### config.mk
export PLATFORM = sky130hd
export DESIGN_NAME = gp_timer_top
export DESIGN_NICKNAME = d
export VERILOG_FILES = /design/src/hw/gp_timer_pkg.sv /design/src/hw/state_step_gen.sv /design/src/hw/edge_catch.sv /design/src/hw/gp_timer_top.sv
export VERILOG_INCLUDE_DIRS = /design/src /design/src/hw
export SDC_FILE = /design/constraint.sdc
export NUM_CORES = 1
export LEC_CHECK = 0
export ABC_CLOCK_PERIOD_IN_PS = 4700
export BUFFER_PORTS_ARGS = -buffer_cell sky130_fd_sc_hd__buf_4
export CAP_MARGIN = 10
export CORE_MARGIN = 2
export CORE_UTILIZATION = 60
export CTS_BUF_LIST = sky130_fd_sc_hd__clkbuf_2
export DETAILED_ROUTE_END_ITERATION = 12
export GPL_TIMING_DRIVEN = 1
export PLACE_DENSITY = 0.85
export SLEW_MARGIN = 15
export SYNTH_ARGS = -nofsm -noshare
export SYNTH_HDL_FRONTEND = slang
export SYNTH_SLANG_ARGS = --single-unit
### constraint.sdc
create_clock -name clk_i -period 4.7 [get_ports clk_i]
set_input_delay 0.705 -clock clk_i [delete_from_list [all_inputs] [get_ports clk_i]]
set_output_delay 0.705 -clock clk_i [all_outputs]
set_load 0.05 [all_outputs]
### src/hw/gp_timer_consts.svh
// constants for the two-block timer: offsets, fields, reset values
// Notes on behaviour
// Each block walks its timers and the capture/reload register one state at a time.
// A whole pass of a block's sequence fits in one basic clock cycle.
// Block two has 4 states, 2 when its prescaler is 01, core counter before secondary.
// Block one has 8 states, 4 when its prescaler is 01.
// Block one order is core, first aux (non-capture), second aux, first aux capture.
// Timer mode 001 makes block two counters count input edges, direction from their pins.
// Software keeps block two prescaler at 0X while either counter is in counter mode.
// The secondary counter can count core counter wraps in every prescaler setting.
// Either aux timer can reload the core timer on its overflow or underflow.
// Prescaler 01 with input select 000 gives the core timer its fastest count.
// A reload from the second aux timer adds no basic cycle of delay.
// Each core timer wrap raises an interrupt and flips the toggle output.
// A reload from the first aux timer adds no delay, and a read then shows the reload value.
// Reset clears all timers, prescaler fields and state machines.
`ifndef GP_TIMER_CONSTS_SVH
`define GP_TIMER_CONSTS_SVH
`define OFS_CTRL1 4'h0
`define OFS_CORE 4'h1
`define OFS_AUX1 4'h2
`define OFS_AUX2 4'h3
`define OFS_CAPTURE_RELOAD_REGISTER 4'h4
`define OFS_CTRL2 4'h5
`define OFS_CORE2 4'h6
`define OFS_SEC2 4'h7
`define OFS_STAT 4'h8
`define OFS_MASK 4'h9
`define OFS_TOGGLE 4'ha
`define C1_BPS 1:0
`define C1_ISEL 4:2
`define C1_DOWN 5
`define C1_RUN 6
`define C1_RL1 7
`define C1_RL2 8
`define C1_AUX1_RUN 9
`define C1_AUX2_RUN 10
`define C1_CAP_EN 11
`define C2_BPS 1:0
`define C2_CORE_MODE 4:2
`define C2_SEC_MODE 7:5
`define C2_CORE_RUN 8
`define C2_SEC_RUN 9
`define C2_CHAIN 10
`define C2_DOWN 11
`define ST_CORE 0
`define ST_AUX1 1
`define ST_AUX2 2
`define ST_CAP 3
`define ST_CORE2 4
`define ST_SEC2 5
`define BPS_FAST 2'h1
`define MODE_TIMER 3'h0
`define MODE_COUNTER 3'h1
`define RST_REG 16'h0000
`endif

### src/hw/gp_timer_pkg.sv
// types shared by the timer blocks
package gp_timer_pkg;
  typedef enum logic [2:0] {S1_CORE, S1_AUX1, S1_AUX2, S1_CAP, S1_PAD0, S1_PAD1, S1_PAD2, S1_PAD3} blk1_state_t;
  typedef enum logic [1:0] {S2_CORE, S2_SEC, S2_PAD0, S2_PAD1} blk2_state_t;
endpackage

### src/hw/state_step_gen.sv
// state step pulse from a block prescaler
`timescale 1ns/1ps
`default_nettype none
module state_step_gen (
  input wire logic clk_i,
  input wire logic rst_n_i,
  input wire logic ce_i,
  input wire logic [1:0] presc_i,
  output logic step_o
);
  logic [1:0] div_q, div_d;
  logic [1:0] lim;
  always_comb begin
    lim = (presc_i == 2'h3) ? 2'h3 : (presc_i == 2'h2) ? 2'h1 : 2'h0;
    div_d = (div_q >= lim) ? 2'h0 : div_q + 2'h1;
    step_o = (div_q >= lim);
  end
  always_ff @(posedge clk_i) begin
    if (!rst_n_i) begin
      div_q <= 2'h0;
    end else if (ce_i) begin
      div_q <= div_d;
    end
  end
endmodule // state_step_gen
`default_nettype wire

### src/hw/edge_catch.sv
// rising edge catchers holding a pending flag until taken
`timescale 1ns/1ps
`default_nettype none
module edge_catch #(
  parameter int N = 3
) (
  input wire logic clk_i,
  input wire logic rst_n_i,
  input wire logic ce_i,
  input wire logic [N-1:0] sig_i,
  input wire logic [N-1:0] take_i,
  output logic [N-1:0] pend_o
);
  logic [N-1:0] prev_q, prev_d, pend_q, pend_d;
  genvar g;
  generate
    for (g = 0; g < N; g++) begin : g_bit
      // a new edge in the take cycle stays pending
      always_comb begin
        prev_d[g] = sig_i[g];
        pend_d[g] = (pend_q[g] & ~take_i[g]) | (sig_i[g] & ~prev_q[g]);
      end
    end
  endgenerate
  assign pend_o = pend_q;
  always_ff @(posedge clk_i) begin
    if (!rst_n_i) begin
      prev_q <= '0;
      pend_q <= '0;
    end else if (ce_i) begin
      prev_q <= prev_d;
      pend_q <= pend_d;
    end
  end
endmodule // edge_catch
`default_nettype wire

### src/hw/gp_timer_top.sv
// two sequenced timer blocks behind a classic wishbone slave
`timescale 1ns/1ps
`include "gp_timer_consts.svh"
`default_nettype none
module gp_timer_top
  import gp_timer_pkg::*;
#(
  parameter int W = 16
) (
  input wire logic clk_i,
  input wire logic rst_n_i,
  input wire logic ce_i,
  input wire logic wb_cyc_i,
  input wire logic wb_stb_i,
  input wire logic wb_we_i,
  input wire logic [5:0] wb_adr_i,
  input wire logic [1:0] wb_sel_i,
  input wire logic [31:0] wb_dat_i,
  output logic [31:0] wb_dat_o,
  output logic wb_ack_o,
  input wire logic capture_input_i,
  input wire logic secondary_count_input_i,
  input wire logic core2_count_input_i,
  input wire logic secondary_dir_input_i,
  input wire logic core2_dir_input_i,
  output logic core_toggle_output_o,
  output logic irq_o
);
  logic ack_q, ack_d, acc, wr;
  logic [3:0] idx;
  logic [W-1:0] wm, wd;
  logic [31:0] rdat_q, rdat_d;
  logic [W-1:0] ctrl1_q, ctrl1_d, core_q, core_d, aux1_q, aux1_d, aux2_q, aux2_d, capture_reload_register_q, capture_reload_register_d;
  logic [W-1:0] ctrl2_q, ctrl2_d, core2_q, core2_d, sec_q, sec_d;
  logic [5:0] stat_q, stat_d, mask_q, mask_d, ev;
  logic tog_q, tog_d, irq_q, irq_d;
  logic [7:0] pre1_q, pre1_d;
  logic tick1_q, tick1_d, wrap2_q, wrap2_d;
  blk1_state_t st1_q, st1_d;
  blk2_state_t st2_q, st2_d;
  logic step1, step2, wrap1;
  logic [3:0] ev1;
  logic [1:0] ev2, take2;
  logic take1;
  logic [2:0] pend, take;

  function automatic logic [W-1:0] merge(input logic [W-1:0] old, input logic [W-1:0] m, input logic [W-1:0] d);
    merge = (old & ~m) | (d & m);
  endfunction

  // a full pass of either block is one basic clock cycle of its timers
  state_step_gen u_step1 (
    .clk_i(clk_i),
    .rst_n_i(rst_n_i),
    .ce_i(ce_i),
    .presc_i(ctrl1_q[`C1_BPS]),
    .step_o(step1)
  );
  state_step_gen u_step2 (
    .clk_i(clk_i),
    .rst_n_i(rst_n_i),
    .ce_i(ce_i),
    .presc_i(ctrl2_q[`C2_BPS]),
    .step_o(step2)
  );
  // edges are held until their counter's state comes round; a second edge within one pass merges with the first
  edge_catch #(.N(3)) u_edges (
    .clk_i(clk_i),
    .rst_n_i(rst_n_i),
    .ce_i(ce_i),
    .sig_i({capture_input_i, secondary_count_input_i, core2_count_input_i}),
    .take_i(take),
    .pend_o(pend)
  );
  // each block drives only its own slice, one process per slice
  assign ev = {ev2, ev1};
  assign take = {take1, take2};

  // bus slave: answer one cycle after the request, writes commit at that same edge
  always_comb begin
    acc = wb_cyc_i & wb_stb_i & ~ack_q;
    wr = acc & wb_we_i;
    idx = wb_adr_i[5:2];
    wm = {{8{wb_sel_i[1]}}, {8{wb_sel_i[0]}}};
    wd = wb_dat_i[W-1:0];
    ack_d = acc;
    rdat_d = 32'h0;
    case (idx)
      `OFS_CTRL1: rdat_d[W-1:0] = ctrl1_q;
      `OFS_CORE: rdat_d[W-1:0] = core_q;
      `OFS_AUX1: rdat_d[W-1:0] = aux1_q;
      `OFS_AUX2: rdat_d[W-1:0] = aux2_q;
      `OFS_CAPTURE_RELOAD_REGISTER: rdat_d[W-1:0] = capture_reload_register_q;
      `OFS_CTRL2: rdat_d[W-1:0] = ctrl2_q;
      `OFS_CORE2: rdat_d[W-1:0] = core2_q;
      `OFS_SEC2: rdat_d[W-1:0] = sec_q;
      `OFS_STAT: rdat_d[5:0] = stat_q;
      `OFS_MASK: rdat_d[5:0] = mask_q;
      `OFS_TOGGLE: rdat_d[0] = tog_q;
      default: rdat_d = 32'h0;
    endcase
  end

  // block one: core, aux1, aux2, capture, then pads unless prescaler is fast
  always_comb begin
    st1_d = st1_q;
    pre1_d = pre1_q;
    tick1_d = tick1_q;
    core_d = core_q;
    aux1_d = aux1_q;
    aux2_d = aux2_q;
    capture_reload_register_d = capture_reload_register_q;
    tog_d = tog_q;
    wrap1 = 1'b0;
    ev1 = 4'h0;
    take1 = 1'b0;
    if (step1) begin
      case (st1_q)
        S1_CORE: begin
          st1_d = S1_AUX1;
          tick1_d = 1'b0;
          if (ctrl1_q[`C1_RUN]) begin
            // select 000 counts every basic cycle
            if (pre1_q >= 8'((9'h1 << ctrl1_q[`C1_ISEL]) - 9'h1)) begin
              pre1_d = 8'h0;
              tick1_d = 1'b1;
              wrap1 = ctrl1_q[`C1_DOWN] ? (core_q == '0) : (core_q == '1);
              core_d = ctrl1_q[`C1_DOWN] ? core_q - 1'b1 : core_q + 1'b1;
              if (wrap1) begin
                // reload lands in the wrap step itself, no lag
                if (ctrl1_q[`C1_RL2]) begin
                  core_d = aux2_q;
                end else if (ctrl1_q[`C1_RL1]) begin
                  core_d = aux1_q;
                end
                ev1[0] = 1'b1;
                tog_d = ~tog_q;
              end
            end else begin
              pre1_d = pre1_q + 8'h1;
            end
          end
        end
        S1_AUX1: begin
          st1_d = S1_AUX2;
          if (ctrl1_q[`C1_AUX1_RUN] && tick1_q) begin
            aux1_d = aux1_q + 1'b1;
            ev1[1] = (aux1_q == '1);
          end
        end
        S1_AUX2: begin
          st1_d = S1_CAP;
          if (ctrl1_q[`C1_AUX2_RUN] && tick1_q) begin
            aux2_d = aux2_q + 1'b1;
            ev1[2] = (aux2_q == '1);
          end
        end
        S1_CAP: begin
          st1_d = (ctrl1_q[`C1_BPS] == `BPS_FAST) ? S1_CORE : S1_PAD0;
          take1 = pend[2];
          if (pend[2] && ctrl1_q[`C1_CAP_EN]) begin
            capture_reload_register_d = aux1_q;
            ev1[3] = 1'b1;
          end
        end
        S1_PAD0: st1_d = S1_PAD1;
        S1_PAD1: st1_d = S1_PAD2;
        S1_PAD2: st1_d = S1_PAD3;
        S1_PAD3: st1_d = S1_CORE;
        default: st1_d = S1_CORE;
      endcase
    end
    if (wr && idx == `OFS_CORE) core_d = merge(core_q, wm, wd);
    if (wr && idx == `OFS_AUX1) aux1_d = merge(aux1_q, wm, wd);
    if (wr && idx == `OFS_AUX2) aux2_d = merge(aux2_q, wm, wd);
    if (wr && idx == `OFS_CAPTURE_RELOAD_REGISTER) capture_reload_register_d = merge(capture_reload_register_q, wm, wd);
    ctrl1_d = (wr && idx == `OFS_CTRL1) ? merge(ctrl1_q, wm, wd) : ctrl1_q;
  end

  // block two: core counter then secondary, pads unless prescaler is fast
  always_comb begin
    st2_d = st2_q;
    core2_d = core2_q;
    sec_d = sec_q;
    wrap2_d = wrap2_q;
    ev2 = 2'h0;
    take2 = 2'h0;
    if (step2) begin
      case (st2_q)
        S2_CORE: begin
          st2_d = S2_SEC;
          wrap2_d = 1'b0;
          take2[0] = pend[0];
          if (ctrl2_q[`C2_CORE_RUN]) begin
            if (ctrl2_q[`C2_CORE_MODE] == `MODE_COUNTER) begin
              if (pend[0]) begin
                core2_d = core2_dir_input_i ? core2_q - 1'b1 : core2_q + 1'b1;
                wrap2_d = core2_dir_input_i ? (core2_q == '0) : (core2_q == '1);
              end
            end else begin
              core2_d = ctrl2_q[`C2_DOWN] ? core2_q - 1'b1 : core2_q + 1'b1;
              wrap2_d = ctrl2_q[`C2_DOWN] ? (core2_q == '0) : (core2_q == '1);
            end
            ev2[0] = wrap2_d;
          end
        end
        S2_SEC: begin
          st2_d = (ctrl2_q[`C2_BPS] == `BPS_FAST) ? S2_CORE : S2_PAD0;
          take2[1] = pend[1];
          if (ctrl2_q[`C2_SEC_RUN]) begin
            // chained input is an internal flag, not a pin edge, so any prescaler works
            if (ctrl2_q[`C2_CHAIN]) begin
              if (wrap2_q) begin
                sec_d = sec_q + 1'b1;
                ev2[1] = (sec_q == '1);
              end
            end else if (ctrl2_q[`C2_SEC_MODE] == `MODE_COUNTER) begin
              if (pend[1]) begin
                sec_d = secondary_dir_input_i ? sec_q - 1'b1 : sec_q + 1'b1;
                ev2[1] = secondary_dir_input_i ? (sec_q == '0) : (sec_q == '1);
              end
            end else begin
              sec_d = sec_q + 1'b1;
              ev2[1] = (sec_q == '1);
            end
          end
        end
        S2_PAD0: st2_d = S2_PAD1;
        S2_PAD1: st2_d = S2_CORE;
        default: st2_d = S2_CORE;
      endcase
    end
    if (wr && idx == `OFS_CORE2) core2_d = merge(core2_q, wm, wd);
    if (wr && idx == `OFS_SEC2) sec_d = merge(sec_q, wm, wd);
    ctrl2_d = (wr && idx == `OFS_CTRL2) ? merge(ctrl2_q, wm, wd) : ctrl2_q;
  end

  // sticky status, write one to clear, a same-cycle event wins
  always_comb begin
    stat_d = stat_q;
    mask_d = mask_q;
    if (wr && idx == `OFS_STAT && wb_sel_i[0]) stat_d = stat_q & ~wb_dat_i[5:0];
    if (wr && idx == `OFS_MASK && wb_sel_i[0]) mask_d = wb_dat_i[5:0];
    stat_d = stat_d | ev;
    irq_d = |(stat_d & mask_d);
  end

  always_ff @(posedge clk_i) begin
    if (!rst_n_i) begin
      ack_q <= 1'b0;
      rdat_q <= 32'h0;
      ctrl1_q <= `RST_REG;
      ctrl2_q <= `RST_REG;
      core_q <= `RST_REG;
      aux1_q <= `RST_REG;
      aux2_q <= `RST_REG;
      capture_reload_register_q <= `RST_REG;
      core2_q <= `RST_REG;
      sec_q <= `RST_REG;
      stat_q <= 6'h0;
      mask_q <= 6'h0;
      tog_q <= 1'b0;
      irq_q <= 1'b0;
      pre1_q <= 8'h0;
      tick1_q <= 1'b0;
      wrap2_q <= 1'b0;
      st1_q <= S1_CORE;
      st2_q <= S2_CORE;
    end else if (ce_i) begin
      ack_q <= ack_d;
      rdat_q <= rdat_d;
      ctrl1_q <= ctrl1_d;
      ctrl2_q <= ctrl2_d;
      core_q <= core_d;
      aux1_q <= aux1_d;
      aux2_q <= aux2_d;
      capture_reload_register_q <= capture_reload_register_d;
      core2_q <= core2_d;
      sec_q <= sec_d;
      stat_q <= stat_d;
      mask_q <= mask_d;
      tog_q <= tog_d;
      irq_q <= irq_d;
      pre1_q <= pre1_d;
      tick1_q <= tick1_d;
      wrap2_q <= wrap2_d;
      st1_q <= st1_d;
      st2_q <= st2_d;
    end
  end

  assign wb_ack_o = ack_q;
  assign wb_dat_o = rdat_q;
  assign core_toggle_output_o = tog_q;
  assign irq_o = irq_q;

  // checks
  logic wrap_go, cwr;
  assign wrap_go = ce_i && step1 && wrap1;
  assign cwr = wr && idx == `OFS_CORE;

  property p_reload2;
    @(posedge clk_i) disable iff (!rst_n_i) wrap_go && ctrl1_q[`C1_RL2] && !cwr |=> core_q == $past(aux2_q);
  endproperty
  a_reload2: assert property (p_reload2) else $error("core not reloaded from aux2");
  property p_reload1;
    @(posedge clk_i) disable iff (!rst_n_i)
      wrap_go && !ctrl1_q[`C1_RL2] && ctrl1_q[`C1_RL1] && !cwr |=> core_q == $past(aux1_q);
  endproperty
  a_reload1: assert property (p_reload1) else $error("core not reloaded from aux1");
  property p_wrap_irq;
    @(posedge clk_i) disable iff (!rst_n_i) wrap_go |=> stat_q[0] && tog_q != $past(tog_q);
  endproperty
  a_wrap_irq: assert property (p_wrap_irq) else $error("wrap gave no flag or toggle");
  property p_order1;
    @(posedge clk_i) disable iff (!rst_n_i)
      ce_i && step1 && (st1_q == S1_CORE || st1_q == S1_AUX1 || st1_q == S1_AUX2)
      |=> st1_q == (($past(st1_q) == S1_CORE) ? S1_AUX1 : ($past(st1_q) == S1_AUX1) ? S1_AUX2 : S1_CAP);
  endproperty
  a_order1: assert property (p_order1) else $error("block one order broken");
  property p_short1;
    @(posedge clk_i) disable iff (!rst_n_i)
      ce_i && step1 && st1_q == S1_CAP && ctrl1_q[`C1_BPS] == `BPS_FAST |=> st1_q == S1_CORE;
  endproperty
  a_short1: assert property (p_short1) else $error("block one not shortened");
  property p_long1;
    @(posedge clk_i) disable iff (!rst_n_i)
      ce_i && step1 && st1_q == S1_CAP && ctrl1_q[`C1_BPS] != `BPS_FAST |=> st1_q == S1_PAD0;
  endproperty
  a_long1: assert property (p_long1) else $error("block one pads skipped");
  property p_order2;
    @(posedge clk_i) disable iff (!rst_n_i) ce_i && step2 && st2_q == S2_CORE |=> st2_q == S2_SEC;
  endproperty
  a_order2: assert property (p_order2) else $error("block two order broken");
  property p_cnt2;
    @(posedge clk_i) disable iff (!rst_n_i)
      ce_i && step2 && st2_q == S2_CORE && ctrl2_q[`C2_CORE_RUN] && ctrl2_q[`C2_CORE_MODE] == `MODE_COUNTER
      && pend[0] && !core2_dir_input_i && !(wr && idx == `OFS_CORE2) |=> core2_q == $past(core2_q) + 1'b1;
  endproperty
  a_cnt2: assert property (p_cnt2) else $error("counter mode edge not counted");
  property p_chain;
    @(posedge clk_i) disable iff (!rst_n_i)
      ce_i && step2 && st2_q == S2_SEC && ctrl2_q[`C2_SEC_RUN] && ctrl2_q[`C2_CHAIN] && wrap2_q
      && !(wr && idx == `OFS_SEC2) |=> sec_q == $past(sec_q) + 1'b1;
  endproperty
  a_chain: assert property (p_chain) else $error("chained wrap not counted");
  c_reload: cover property (@(posedge clk_i) disable iff (!rst_n_i) wrap_go && ctrl1_q[`C1_RL2]);
  c_chain: cover property (@(posedge clk_i) disable iff (!rst_n_i) ev[5] && ctrl2_q[`C2_CHAIN]);
  c_irq: cover property (@(posedge clk_i) disable iff (!rst_n_i) irq_o);
endmodule // gp_timer_top
`default_nettype wire

### After elaboration in Yosys (flattened, before gate mapping)

Cells that the tools add are included.

* $lt $le $gt $ge: 3
* add/subtract/negate cells: 12
* shift-type cells: 1
* mux-type cells: 87
* bitwise gates (word level): 42
* reduce and logical (&&, ||, !) cells: 55
* eq/ne operators: 36

Operators by type and width (count)
* $mux 16: 38
* $and 16x16->16: 9
* $or 16x16->16: 8
* $add 16x1->16 const B: 5
* $eq 16x16->1 const B: 5
* $pmux 10 s8: 1
* $pmux 5 s10: 1
* $logic_not 16->1: 3
* $sub 16x1->16 const B: 3
* $reduce_bool 2->1: 19
* $mux 1: 32
* $pmux 3 s8: 1
* $eq 4x3->1 const B: 4
* $not 16->16: 1
* $reduce_and 4->1: 4
* $logic_and 1x1->1: 15
* $mux 2: 7
* $and 6x6->6: 2
* $eq 2x2->1 const B: 6
* $eq 3x3->1 const B: 4
* $eq 4x4->1 const B: 3
* $mux 6: 2
* $reduce_and 6->1: 2
* $pmux 1 s11: 1
* other kinds (29): 60

* register bits: 184
* output and inout port bits: 35

### Longest topological paths before layout

* word-level depth: 11
* depth in mapped cells: 12
* gate-level depth less buffers: 9

### By module

Synthesis repeated with hierarchy kept, for this count alone.

* cells, all modules: 1646
* area, all modules: 12528.3 um2

Modules (own cells, without submodules)
* gp_timer_top: sequential area each 3483.3 um2, cells each 1590, area an instance 11937.7 um2, instances 1
* state_step_gen: sequential area each 40.0 um2, cells each 17, area an instance 171.4 um2, instances 2
* edge_catch: sequential area each 120.1 um2, cells each 22, area an instance 247.7 um2, instances 1

### Worst setup path after synthesis

Ideal clock, no wire load.

* path type: register to register
* from: register (tool-made name)
* to: register (tool-made name)
* arrival time: 2.528 ns
* slack: 2.081 ns
* path buffers: 0
* required time: 4.609 ns
* stages on the path, launching flop included: 8
* cell sequence: dfxtp_1 ha_1 a21oi_1 o211ai_1 o41ai_1 o21ai_0 a311o_1 a311oi_1

==> run metrics <==
status=finished clean; register area share after synthesis=0.293; cells taking the most area after synthesis=dfxtp_1 (29%), a21oi_1 (7.2%), nand2_1 (6.6%), nor2_1 (6.2%), o21ai_0 (4.9%); Post-synth EDFFs=0; vias in the first global route=approximately 12000; WHS Endpoint=u_edges.prev_q[1]; synthesis warning total=0; Hold Crit Depth=3; DIE HEIGHT=about 150 µm; clock root buffer=clkbuf_2; hold_ws=between 70 and 80 ps; CP Capture Type=flip-flop; clock latency on the worst-skew pair=between 800 and 900 ps; data arrival time of the critical path=about 4200 ps; clk buf depth=2; Std-Cell Rows=52; CTS tree=done; H-tree Lvls=4; RSZ-0062 raised after global routing=no; Tcrit/Tclk final=0.725; Seq cells post-synth=around 180; most common cell after layout, fill and taps aside=nand2_1; HP Start=secondary_count_input_i; relative slew slack=0.175; Synth top area share=0.293; Setup CP Type=flip-flop to flip-flop; worst-path fanout max=20; post-cts repair resize count=0; PortBufs=51; DRC marker count from the first detailed-route iteration=between 2000 and 2500; Mapped Cells=~1800; Post-synth ARST share=0; Routed Antenna Nets=0; drt total wl=45200 µm; Die W=149 µm; leak pwr=between 4 and 5 nW; clk_skew=between 40 and 50 ps; fraction of layout cells with a size suffix above 1=0.0806; area delta synth->final=4.51%; TritonCTS Buffers=17; first-pass GRT wire length=around 70000 µm; max-slew violation count=0; post-route DRC violation count=0; syn_area_per_cell=between 7 and 8 µm²; Synth Cell Area=about 13000 µm²; post-route minimum period=between 3000 and 4000 ps; Max-cap violations=0; Reg clk slew, reported paths=around 300 ps; num ports=86; Reg2Reg Setup Slack=about 1300 ps; Synth area leader=dfxtp_1; Avg Vias per Cell=between 6 and 7; grt total ovfl=0; fmax=294 MHz; predominant post-synthesis flop cell=dfxtp_1; Nets=1811; final hold violations=0; largest net degree at the start of global routing=91; R2R depth=8; setup repair bufs after CTS=0; final setup vio count=0; TritonRoute pass-1 iters=8; Worst-Margin Slew=around 1200 ps; core box area=between 20000 and 25000 µm²; initial antenna violation count=1; DP HPWL=about 33000 µm; crit start category=flip-flop; via count=approximately 14000; worst hold path class=input pin to flip-flop; pwr dens=~210 nW/µm²; commonest non-fill, non-tap cells in the layout=nand2_1 (220), nor2_1 (207), dfxtp_1 (184); worst vdd ir=between 0.15 and 0.2 mV; Fin Setup TNS=0 ps; Global Route Usage Sum=0.404; library cells used by synthesis=89; GP Congestion=about 1.1; starting density of the core=0.616; CTS Hold Buffers Added=0; # clock sinks=approximately 180; Avg WL per Cell=around 23 µm; die area=22100 µm²; Worst EP required=5480 ps
[synth_stat cells (all sizes together) (10+ instances only)]
cell / n
nand2: 221
nor2: 208
dfxtp: 184
a21oi: 181
o21ai: 148
clkbuf: 102
nand3: 58
nor3: 50
inv: 40
buf: 38
mux2i: 37
ha: 35
a211oi: 33
a31oi: 33
and3: 23
o22ai: 23
a22oi: 19
nand4: 18
nor4: 17
and2: 16
o21a: 16
xor2: 14
a21o: 13
nand2b: 13
o211ai: 13
a222oi: 12
nor2b: 12
o221a: 12
nand3b: 11
nor3b: 10
[per-layer routing]
metal	GRT usage	wire [µm]
met1	0.537	17400
met3	0.0850	5550
met4	0.238	3120
met2	0.605	19100
met5	0	0
[layout make-up]
class / count / area, µm²
antenna: 1 / 2.50
fill: 1859 / 7280
clock buffer: 17 / 85.1
inverter: 43 / 164
clock inverter: 14 / 133
sequential: 184 / 3680
timing repair buffer: 73 / 561
tap: 270 / 338
multi-input combinational: 1405 / 8180
[report_power, final]
part,switching (mW),internal [mW]
combinational,0.232,0.0738
sequential,0.0171,1.58
clock,0.649,0.167
total,0.898,1.82
[logic make-up (layout without fill, tap and decap cells)]
logic type / Yosys count / count (layout) / synth area share
flops: 184 / 184 / 0.293
compound gates: 594 / 594 / 0.301
simple gates: 696 / 696 / 0.259
other cells: 2 / 18 / 0.000597
fa+ha+maj: 36 / 36 / 0.0364
xor+xnor: 22 / 22 / 0.0153
mux: 40 / 40 / 0.0324
buf+inv: 183 / 147 / 0.0624
[worst max-delay path by stage]
stage	endpoint	startpoint	cells past startpoint	slack (ps)
after CTS	flip-flop	flip-flop	8	1300
final	flip-flop	flip-flop	8	1290
after detailed placement	flip-flop	wb_adr_i[4]	8	1240
after floorplan	flip-flop	flip-flop	7	2080
after global placement	flip-flop	wb_adr_i[5]	8	1220
after global routing	flip-flop	flip-flop	8	1070
[per-stage QoR]
step,std cells,total power [mW],instance area (µm²),util,worst slack [ps]
3_5_place_dp,1975,1.92,12900,0.633,1240
6_report,2007,2.72,13100,0.643,1290
4_1_cts,2006,2.70,13100,0.643,1300
5_1_grt,2007,2.79,13100,0.643,1070
3_3_place_gp,1975,1.91,12900,0.633,1220
2_1_floorplan,1772,1.82,12600,-,2080
[worst max-delay path, cell delays in order (launching register included)]
cell and delay [ps]:
dfxtp_1 1030, ha_1 370, a21oi_1 190, o211ai_1 140, o41ai_1 730, o21ai_0 300, mux2i_1 260, o21ai_0 120
a22o_1 220
No activity file was read; power rests on OpenSTA's default activity.
